## config.mk

```make
export PLATFORM = sky130hd
export DESIGN_NAME = wdt_top
export DESIGN_NICKNAME = d
export VERILOG_FILES = /design/src/rtl/wdt_pkg.sv /design/src/rtl/wdt_top.sv
export VERILOG_INCLUDE_DIRS = /design/src /design/src/rtl
export SDC_FILE = /design/constraint.sdc
export NUM_CORES = 1
export LEC_CHECK = 0
export BUFFER_PORTS_ARGS = -buffer_cell sky130_fd_sc_hd__buf_2
export CORE_MARGIN = 4
export CORE_UTILIZATION = 30
export DETAILED_ROUTE_END_ITERATION = 8
export PLACE_DENSITY_LB_ADDON = 0.05
export SLEW_MARGIN = 20
export SYNTH_ARGS = -nofsm -noshare
export SYNTH_HDL_FRONTEND = slang
export SYNTH_SLANG_ARGS = --single-unit
export TNS_END_PERCENT = 20
```

## constraint.sdc

```tcl
create_clock -name clock -period 3.5 [get_ports clock]
set_input_delay 0 -clock clock [delete_from_list [all_inputs] [get_ports clock]]
set_output_delay 0 -clock clock [all_outputs]
set_load 0.005 [all_outputs]
```

## src/rtl/wdt_consts.svh

```systemverilog
`ifndef WDT_CONSTS_SVH
`define WDT_CONSTS_SVH

// Register byte offsets
`define WDT_OFF_CTRL 4'h0
`define WDT_OFF_COUNT 4'h4
`define WDT_OFF_STAT 4'h8

// Control field positions
`define WDT_CTRL_EN_BIT 0
`define WDT_CTRL_ACT_LSB 1
`define WDT_CTRL_ACT_MSB 2
`define WDT_CTRL_CAUSE_BIT 3

// Reset values
`define WDT_COUNT_RST 32'h0000_0000
`define WDT_ACT_RST 2'h3

// Reset pulse length in cycles
`define WDT_RST_PULSE 4'h8

// Bus answers
`define WDT_RESP_OKAY 2'h0
`define WDT_RESP_SLVERR 2'h2

`endif

```

## src/rtl/wdt_pkg.sv

```systemverilog
package wdt_pkg;
  // Expiry action codes
  typedef enum logic [1:0] {
    WDT_ACT_RESET = 2'h0,
    WDT_ACT_NMI = 2'h1,
    WDT_ACT_GPI = 2'h2,
    WDT_ACT_NONE = 2'h3
  } wdt_act_t;
endpackage

```

## src/rtl/wdt_top.sv

```systemverilog
// What this block does
// - The count lives in a 32-bit counter that software loads with a start value.
// - On expiry before a reload the chosen action fires: reset, NMI or interrupt.
// - Once enabled the counter runs down to zero and every reload restarts it.
// - A reset action resets both the core and all peripherals.
// - A control bit survives the reset and tells whether the watchdog caused it.
// - The counter decrements on the system clock only.
`timescale 1ns/1ps
`include "wdt_consts.svh"

module wdt_top
  import wdt_pkg::*;
(
  input wire logic clock, // System clock
  input wire logic rst, // Synchronous reset, active high
  input wire logic [3:0] s_axi_awaddr, // Write address
  input wire logic s_axi_awvalid, // Write address valid
  output logic s_axi_awready, // Write address ready
  input wire logic [31:0] s_axi_wdata, // Write data
  input wire logic [3:0] s_axi_wstrb, // Write strobes
  input wire logic s_axi_wvalid, // Write data valid
  output logic s_axi_wready, // Write data ready
  output logic [1:0] s_axi_bresp, // Write response
  output logic s_axi_bvalid, // Write response valid
  input wire logic s_axi_bready, // Write response ready
  input wire logic [3:0] s_axi_araddr, // Read address
  input wire logic s_axi_arvalid, // Read address valid
  output logic s_axi_arready, // Read address ready
  output logic [31:0] s_axi_rdata, // Read data
  output logic [1:0] s_axi_rresp, // Read response
  output logic s_axi_rvalid, // Read valid
  input wire logic s_axi_rready, // Read ready
  output logic core_rst, // Reset to core
  output logic periph_rst, // Reset to peripherals
  output logic nmi_pulse, // Nonmaskable interrupt pulse
  output logic gp_irq // General interrupt pulse
);

  logic [31:0] load_reg;
  logic [31:0] count_reg;
  logic en_reg;
  logic [1:0] act_reg;
  logic cause_reg;
  logic expired_reg;
  logic [3:0] rst_cnt_reg;
  logic nmi_reg;
  logic gpi_reg;
  logic [3:0] aw_reg;
  logic aw_have_reg;
  logic [31:0] w_reg;
  logic [3:0] ws_reg;
  logic w_have_reg;
  logic bvalid_reg;
  logic [1:0] bresp_reg;
  logic rvalid_reg;
  logic [31:0] rdata_reg;
  logic [1:0] rresp_reg;
  logic wr_fire;
  logic reload;
  logic expire;
  logic [31:0] wr_merged;

  // Byte-lane merge of write data into an old word
  function automatic logic [31:0] lane_merge(input logic [31:0] old_v, input logic [31:0] new_v,
                                             input logic [3:0] strb);
    logic [31:0] r;
    r = old_v;
    for (int i = 0; i < 4; i++) begin
      if (strb[i]) begin
        r[i*8 +: 8] = new_v[i*8 +: 8];
      end
    end
    return r;
  endfunction

  // Write channel capture, either order
  assign s_axi_awready = !aw_have_reg && !bvalid_reg;
  assign s_axi_wready = !w_have_reg && !bvalid_reg;
  assign wr_fire = aw_have_reg && w_have_reg && !bvalid_reg;

  always_ff @(posedge clock) begin
    if (rst) begin
      aw_have_reg <= 1'b0;
      aw_reg <= 4'h0;
    end else if (s_axi_awvalid && s_axi_awready) begin
      aw_have_reg <= 1'b1;
      aw_reg <= s_axi_awaddr;
    end else if (wr_fire) begin
      aw_have_reg <= 1'b0;
    end
  end

  always_ff @(posedge clock) begin
    if (rst) begin
      w_have_reg <= 1'b0;
      w_reg <= 32'h0000_0000;
      ws_reg <= 4'h0;
    end else if (s_axi_wvalid && s_axi_wready) begin
      w_have_reg <= 1'b1;
      w_reg <= s_axi_wdata;
      ws_reg <= s_axi_wstrb;
    end else if (wr_fire) begin
      w_have_reg <= 1'b0;
    end
  end

  // Write response
  always_ff @(posedge clock) begin
    if (rst) begin
      bvalid_reg <= 1'b0;
      bresp_reg <= `WDT_RESP_OKAY;
    end else if (wr_fire) begin
      bvalid_reg <= 1'b1;
      bresp_reg <= (aw_reg == `WDT_OFF_CTRL || aw_reg == `WDT_OFF_COUNT ||
                    aw_reg == `WDT_OFF_STAT) ? `WDT_RESP_OKAY : `WDT_RESP_SLVERR;
    end else if (s_axi_bready) begin
      bvalid_reg <= 1'b0;
    end
  end
  assign s_axi_bvalid = bvalid_reg;
  assign s_axi_bresp = bresp_reg;

  // Control word as software would see it
  always_comb begin
    wr_merged = lane_merge({28'h0000_000, cause_reg, act_reg, en_reg}, w_reg, ws_reg);
  end

  // Reload on a count write, or on enable from disabled
  assign reload = wr_fire && ((aw_reg == `WDT_OFF_COUNT) ||
                  (aw_reg == `WDT_OFF_CTRL && wr_merged[`WDT_CTRL_EN_BIT] && !en_reg));

  always_ff @(posedge clock) begin
    if (rst) begin
      load_reg <= `WDT_COUNT_RST;
    end else if (wr_fire && aw_reg == `WDT_OFF_COUNT) begin
      load_reg <= lane_merge(load_reg, w_reg, ws_reg);
    end
  end

  // Enable and action fields; both follow every control write, even while the timer runs
  always_ff @(posedge clock) begin
    if (rst) begin
      en_reg <= 1'b0;
      act_reg <= `WDT_ACT_RST;
    end else if (wr_fire && aw_reg == `WDT_OFF_CTRL) begin
      en_reg <= wr_merged[`WDT_CTRL_EN_BIT];
      act_reg <= wr_merged[`WDT_CTRL_ACT_MSB:`WDT_CTRL_ACT_LSB];
    end
  end

  // countdown on system clock, reload restarts it
  always_ff @(posedge clock) begin
    if (rst) begin
      count_reg <= `WDT_COUNT_RST;
    end else if (reload) begin
      count_reg <= (wr_fire && aw_reg == `WDT_OFF_COUNT) ? lane_merge(load_reg, w_reg, ws_reg)
                                                         : load_reg;
    end else if (en_reg && count_reg != 32'h0000_0000) begin
      count_reg <= count_reg - 32'h0000_0001;
    end
  end

  assign expire = en_reg && !reload && !expired_reg && count_reg == 32'h0000_0000;

  always_ff @(posedge clock) begin
    if (rst) begin
      expired_reg <= 1'b0;
    end else if (reload || !en_reg) begin
      expired_reg <= 1'b0;
    end else if (expire) begin
      expired_reg <= 1'b1;
    end
  end

  always_ff @(posedge clock) begin
    if (rst) begin
      nmi_reg <= 1'b0;
      gpi_reg <= 1'b0;
    end else begin
      nmi_reg <= expire && act_reg == WDT_ACT_NMI;
      gpi_reg <= expire && act_reg == WDT_ACT_GPI;
    end
  end
  assign nmi_pulse = nmi_reg;
  assign gp_irq = gpi_reg;

  // reset pulse for core and peripherals
  always_ff @(posedge clock) begin
    if (rst) begin
      rst_cnt_reg <= 4'h0;
    end else if (expire && act_reg == WDT_ACT_RESET) begin
      rst_cnt_reg <= `WDT_RST_PULSE;
    end else if (rst_cnt_reg != 4'h0) begin
      rst_cnt_reg <= rst_cnt_reg - 4'h1;
    end
  end
  assign core_rst = rst_cnt_reg != 4'h0;
  assign periph_rst = rst_cnt_reg != 4'h0;

  // cause flag, not cleared by rst, set wins over clear
  always_ff @(posedge clock) begin
    if (expire && act_reg == WDT_ACT_RESET) begin
      cause_reg <= 1'b1;
    end else if (wr_fire && aw_reg == `WDT_OFF_STAT && ws_reg[0] && w_reg[0]) begin
      cause_reg <= 1'b0;
    end
  end

  // Read channel
  assign s_axi_arready = !rvalid_reg;

  always_ff @(posedge clock) begin
    if (rst) begin
      rvalid_reg <= 1'b0;
      rdata_reg <= 32'h0000_0000;
      rresp_reg <= `WDT_RESP_OKAY;
    end else if (s_axi_arvalid && s_axi_arready) begin
      rvalid_reg <= 1'b1;
      rresp_reg <= `WDT_RESP_OKAY;
      unique case (s_axi_araddr)
        `WDT_OFF_CTRL: rdata_reg <= {28'h0000_000, cause_reg === 1'b1, act_reg, en_reg};
        `WDT_OFF_COUNT: rdata_reg <= load_reg;
        `WDT_OFF_STAT: rdata_reg <= count_reg;
        default: begin
          rdata_reg <= 32'h0000_0000;
          rresp_reg <= `WDT_RESP_SLVERR;
        end
      endcase
    end else if (s_axi_rready) begin
      rvalid_reg <= 1'b0;
    end
  end
  assign s_axi_rvalid = rvalid_reg;
  assign s_axi_rdata = rdata_reg;
  assign s_axi_rresp = rresp_reg;

endmodule // wdt_top

```

==> metrics.yaml, run 1 <==
yosys:
  ys_seq_elements: 153
  synth-edff-count: 0
  synthTopCellsByArea: "dfxtp_1, a21oi_1, nand2_1"
  netlist_instances: 863
  yosysSeqAreaShare_pct: 43.7
  syn_area_sq_um: 7010
  syn_avg_cell_area_sq_um: 8.12
  synthArstFlopShare_pct: 0
  ys_types: 61
  yosysMostFrequentCell: "dfxtp_1"
  ys_warn_count: 0
  yosys.area.top_type: "dfxtp_1"
  synth_top_cell_area_share_pct: 43.7
  synthTopCellsByCount: "dfxtp_1, nand2_1, nor2_1, a21oi_1, clkbuf_1"
  ys.flop_type: "dfxtp_1"
power_and_ir_drop:
  switching_power_mw: 1.05
  clkPwrFrac_pct: 44.3
  powerDensity_nw_per_um2: 471
  combinationalPowerShare_pct: 11.0
  pwr-share-seq_pct: 44.7
  p_int_mw: 3.10
  vdd_drop_max_mv: 0.253
  switching_share_pct: 25.3
  leakagePower_nw: 3.56
timing:
  rsz0062_at_grt: "no"
  drv_slew: 0
  hold_slack_ns: 0.0793
  setup_viol: 0
  tightest_slew_ns: 0.722
  slew_headroom_pct: 51.7
  period_needed_ns: 2.66
  clock_skew_ns: 0.00889
  tns_ns: 0
  finalHoldViolCount: 0
  finalCritPeriodShare_pct: 76.1
  fmax_ghz: 0.375
cells_and_area:
  nets: 1033
  drive_above_1_share_pct: 16.7
  fill_cells: 2417
  area_delta_synth_final_pct: 25.5
  post-route-util_pct: 38.6
  diodes: 0
routing:
  vias: 6585
  wl_um: 22900
  drt_iter0_markers: 460
  firstDrtPassIters: 5
  wl_per_cell_um: 17.6
  vias_per_cell: 5.06
  route.detailed.drc: 0
  antenna_left: 0
clocking:
  htree_levels: 4
  path_clk_slew_ns: 0.06
  clkLatencyLatePin_ns: 0.42
  cts_buffer_depth: 2
  root_buffer: "clkbuf_16"
  cts_made_buffers: 17
  cts_tree: "built"
  cts_resized: 0
  cts_sinks: 153
setup_path:
  start_kind: "register"
  arrival_ns: 3.01
  worstPathRequired_ns: 3.85
  critPathKind: "reg -> reg"
  end_kind: "register"
  crit_fanout: 14
global_routing:
  grt_pass1_wl_um: 36300
  grt_antenna_before_repair: 0
  grtUsageTotal_pct: 17.5
  grt.overflow.total: 0
  grt_pass1_vias: 6458
  grt_max_degree: 57
floorplan:
  die_height_um: 161
  dieWidth_um: 161
  fp.coreArea_sq_um: 22800
  pin_count: 96
  row_count: 55
  floorplan.initialDensity_pct: 30.8
  fp.dieArea_sq_um: 25900
place:
  detailed_place_hpwl_um: 15500
  place.gp.congestion: 0.815
  portBuffers: 93
outcome:
  status: "finished, final reports clean"
hold_path:
  worstHoldPathType: "in -> reg"
run:
  maxCapViolCount: 0
## power by group through the flow
stage	combinational (mW)	clock (mW)	sequential [mW]
after CTS	0.464	1.88	1.85
after global routing	0.519	1.94	1.86
after floorplan	0.302	0	1.87
after global placement	0.427	0	1.89
final	0.458	1.83	1.85
after detailed placement	0.425	0	1.89
## cell type report
type                    instances  area (sq um)  share of cell area [%]
inverters                      11          41.3                   0.470
clock inverters                 8          96.3                    1.10
well taps                     313           392                    4.45
clock buffers                  21           480                    5.47
repair buffers                158          1060                    12.1
multi-input cells             638          3650                    41.6
flip-flops and latches        153          3060                    34.8
## kinds of logic after synthesis
family	after synthesis	synth area share, %
xor+xnor	2	0.250
mux	38	5.52
buf+inv	73	4.45
compound gates	223	20.5
fa+ha+maj	3	0.536
other cells	1	0.0535
flops	153	43.7
simple gates	370	25.0
## metrics by stage
stage                     std cells  area (sq um)  total power [mW]  setup slack [ns]
after floorplan                 864          7010              2.17             0.987
after global placement         1230          7780              2.32             0.881
after detailed placement       1230          7780              2.31             0.848
after CTS                      1302          8790              4.20             0.852
after global routing           1302          8790              4.32             0.671
final                          1302          8790              4.14             0.836
## per-layer routing
metal | wire [um] | track usage (%) | vias up
met3 | 755 | 2.62 | 16
li1 | - | - | 3341
met4 | 199 | 3.84 | 0
met2 | 10400 | 27.9 | 118
met1 | 11500 | 25.1 | 3110
met5 | 0 | 0 | -
## worst paths after layout
kind	start	to	slack [ns]	cells past startpoint
worst max-delay path	count_reg[8]	count_reg[31]	0.84	5
worst min-delay path	s_axi_araddr[2]	s_axi_rdata[3]	0.08	4
worst max register to register	count_reg[8]	count_reg[31]	0.84	5
worst min register to register	w_reg[25]	w_reg[25]	0.46	2
## worst max-delay path, cell delays in order (launching register included)
cell	delay [ns]
dfxtp_1	0.39
or4_4	0.59
or4_4	0.61
or3_1	0.43
or4_1	0.40
a31oi_1	0.16
## cells in the final DEF, fill, tap and decap left out, types with 4 or more instances in the layout
cell / netlist / layout
o211ai_1: 18 / 18
clkinv_2: 0 / 4
dfxtp_1: 153 / 153
nor2_1: 118 / 118
nor4_1: 17 / 17
or4_4: 4 / 4
nand2b_1: 8 / 8
nand4_1: 12 / 12
a31oi_1: 11 / 11
clkbuf_16: 0 / 17
buf_4: 3 / 23
dlygate4sd3_1: 0 / 43
o21ai_0: 13 / 13
nor3_1: 14 / 14
a311o_1: 4 / 4
clkbuf_8: 0 / 4
or2_2: 4 / 4
a22oi_1: 32 / 32
inv_1: 11 / 11
o221ai_1: 5 / 5
nand3_1: 24 / 24
nand2_1: 126 / 126
mux2i_1: 33 / 33
mux2_2: 5 / 5
or3_1: 4 / 4
and3_1: 5 / 5
o21a_1: 4 / 4
o31a_1: 5 / 5
o311ai_0: 5 / 5
or4_1: 6 / 6
buf_2: 3 / 92
a21oi_1: 105 / 105
o211a_1: 4 / 4
## timing repair
action | CTS | global route
hold buffers | 43 | 0
endpoints found under the hold margin | 43 | 0
setup endpoints to repair | 0 | 0
setup buffers | 0 | 0
Note: power is estimated with default switching activity, not from simulation.
==> inputs of run 2 (changes only) <==
==> constraint.sdc (replaced) <==
create_clock -name clock -period 2.19 [get_ports clock]
set_input_delay 0 -clock clock [delete_from_list [all_inputs] [get_ports clock]]
set_output_delay 0 -clock clock [all_outputs]
set_load 0.005 [all_outputs]
==> metrics.yaml, run 2 (synthesis results as in run 1) <==
timing:
  drv_slew: 0  # unchanged
  finalHoldViolCount: 0  # unchanged
  finalWorstSetupSlack_ns: -0.251  # -1.09 ns
  finalCritPeriodShare_pct: 111  # +35 points
  setup_viol: 18  # +18
  rsz0062_at_grt: "yes"
  clock_skew_ns: 0.00623  # -0.00267 ns
  period_needed_ns: 2.44  # -0.222 ns
  slew_headroom_pct: 57.3  # +5.5 points
  tightest_slew_ns: 0.638  # -0.0840 ns
  fmax_ghz: 0.410  # +9.1%
cells_and_area:
  multi_input_area_sq_um: 3810  # +4.4%
  final_cell_mix: "dfxtp_1, nand2_1, nor2_1"
  drive_above_1_share_pct: 26.0  # +9.3 points
  area_delta_synth_final_pct: 39.6
  fill_cells: 2370  # -1.9%
  nets: 1135  # +9.9%
  postLayoutCellArea_sq_um: 9780  # +11%
  seq_area_sq_um: 3070  # +0.12%
  post-route-util_pct: 42.9  # +4.4 points
  layout_commonest_cell: "dfxtp_1"
  diodes: 0  # unchanged
routing:
  firstDrtPassIters: 4  # -1
  vias_per_cell: 4.99  # -1.4%
  vias: 7016  # +6.5%
  route.detailed.drc: 0  # unchanged
  wl_um: 24300  # +6.1%
  wl_per_cell_um: 17.2  # -1.8%
  antenna_left: 0  # unchanged
  drt_iter0_markers: 414  # -10%
setup_path:
  crit_path_start: "count_reg[10]"
  end_kind: "register"
  arrival_ns: 2.79  # -0.22 ns
  crit_fanout: 6  # -8
  start_kind: "register"
  worstPathRequired_ns: 2.54  # -1.31 ns
  r2r_start: "count_reg[10]"
  critPathKind: "reg -> reg"
clocking:
  path_clk_slew_ns: 0.06  # about the same
  root_buffer: "clkbuf_16"
  htree_levels: 4  # unchanged
  cts_buffer_depth: 2  # unchanged
  clkLatencyLatePin_ns: 0.43  # about the same
  cts_made_buffers: 17  # unchanged
  cts_tree: "built"
  cts_sinks: 153  # unchanged
floorplan:
  pin_count: 96  # unchanged
  floorplan.initialDensity_pct: 30.8  # unchanged
  fp.coreArea_sq_um: 22800  # unchanged
  dieWidth_um: 161  # unchanged
  row_count: 55  # unchanged
  fp.dieArea_sq_um: 25900  # unchanged
  die_height_um: 161  # unchanged
outcome:
  status: "finished, violations left"
  failed_checks: "setup timing"
power_and_ir_drop:
  leakagePower_nw: 4.13  # +16%
  powerDensity_nw_per_um2: 686  # +46%
  p_total_mw: 6.71  # +62%
  vdd_drop_max_mv: 0.374  # +48%
global_routing:
  busiest_layer: "met2"
  grt_max_degree: 38  # -33%
  grt_pass1_vias: 7099  # +9.9%
  use_met3_pct: 3.34  # +0.72 points
  met1_usage_pct: 26.4  # +1.4 points
  grt_pass1_wl_um: 39000  # +7.4%
  grt.overflow.total: 0  # unchanged
  use_met2_pct: 30.1  # +2.1 points
  grtUsageTotal_pct: 18.8  # +1.4 points
  grt_antenna_before_repair: 0  # unchanged
run:
  maxCapViolCount: 0  # unchanged
place:
  detailed_place_hpwl_um: 16900  # +9.1%
  portBuffers: 93  # unchanged
  placement.cell_area_sq_um: 8490  # +9.1%
  place.gp.congestion: 0.857  # +5.1%
hold_path:
  worstHoldPathType: "in -> reg"
  hp-start: "s_axi_awvalid"
[run 2: changes by cell type in the layout (fill, tap and decap cells not counted), moves of 5 or more]
cell	previous run	this run
dlygate4sd3_1	43	53
nor4_1	17	11
buf_4	23	104
nor4_2	0	5
buf_6	0	7
[run 2: per-stage QoR]
| step | hold WS, ns | instances | setup WS [ns] | setup TNS, ns |
|---|---|---|---|---|
| 5_1_grt | 0.110 | 1407 | -0.297 | -3.11 |
| 3_5_place_dp | 0.246 | 1319 | -0.218 | -1.27 |
| 3_3_place_gp | 0.242 | 1319 | -0.207 | -1.00 |
| 2_1_floorplan | 0.136 | 864 | -0.177 | -2.59 |
| 6_report | 0.0692 | 1407 | -0.251 | -1.61 |
| 4_1_cts | -0.0461 | 1404 | -0.230 | -1.22 |
[run 2: power breakdown]
group	internal, mW	total [mW]	switching [mW]
clock network	1.63	2.86	1.23
logic	0.419	0.909	0.490
registers	2.88	2.94	0.0649
total	4.92	6.71	1.79
[run 2: worst paths after layout]
check,to,slack [ns],depth (start not counted)
hold / removal,aw_have_reg,0.07,4
setup / recovery,count_reg[31],-0.25,5
setup reg to reg,count_reg[31],-0.25,5
hold reg to reg,w_reg[8],0.45,2
[run 2: layer usage]
| metal | vias up | wire, um |
|---|---|---|
| met2 | 136 | 10900 |
| li1 | 3556 | - |
| met3 | 18 | 1020 |
| met5 | - | 0 |
| met1 | 3306 | 12100 |
| met4 | 0 | 272 |
[run 2: timing repair]
item                                    CTS  global route
hold buffers                             52             1
pin swaps                                 5            19
endpoints found under the hold margin    52             2
setup buffers                             1             1
resized for setup                         7            33
gates cloned                              0             1
endpoints found under the setup margin   19            37
[run 2: critical path, stage by stage, from the launching register on]
cell     delay, ns
dfxtp_2       0.32
or4_4         0.54
or4_4         0.59
or3_4         0.35
or4_1         0.39
a31oi_1       0.17
[run 2: layout make-up]
type,count,share of cell area (%)
Sequential cell,153,31.3
Timing Repair Buffer,259,19.5
Multi-Input combinational cell,639,39.0
Tap cell,313,4.00
Clock inverter,10,0.959
Clock buffer,22,4.74
Inverter,11,0.422
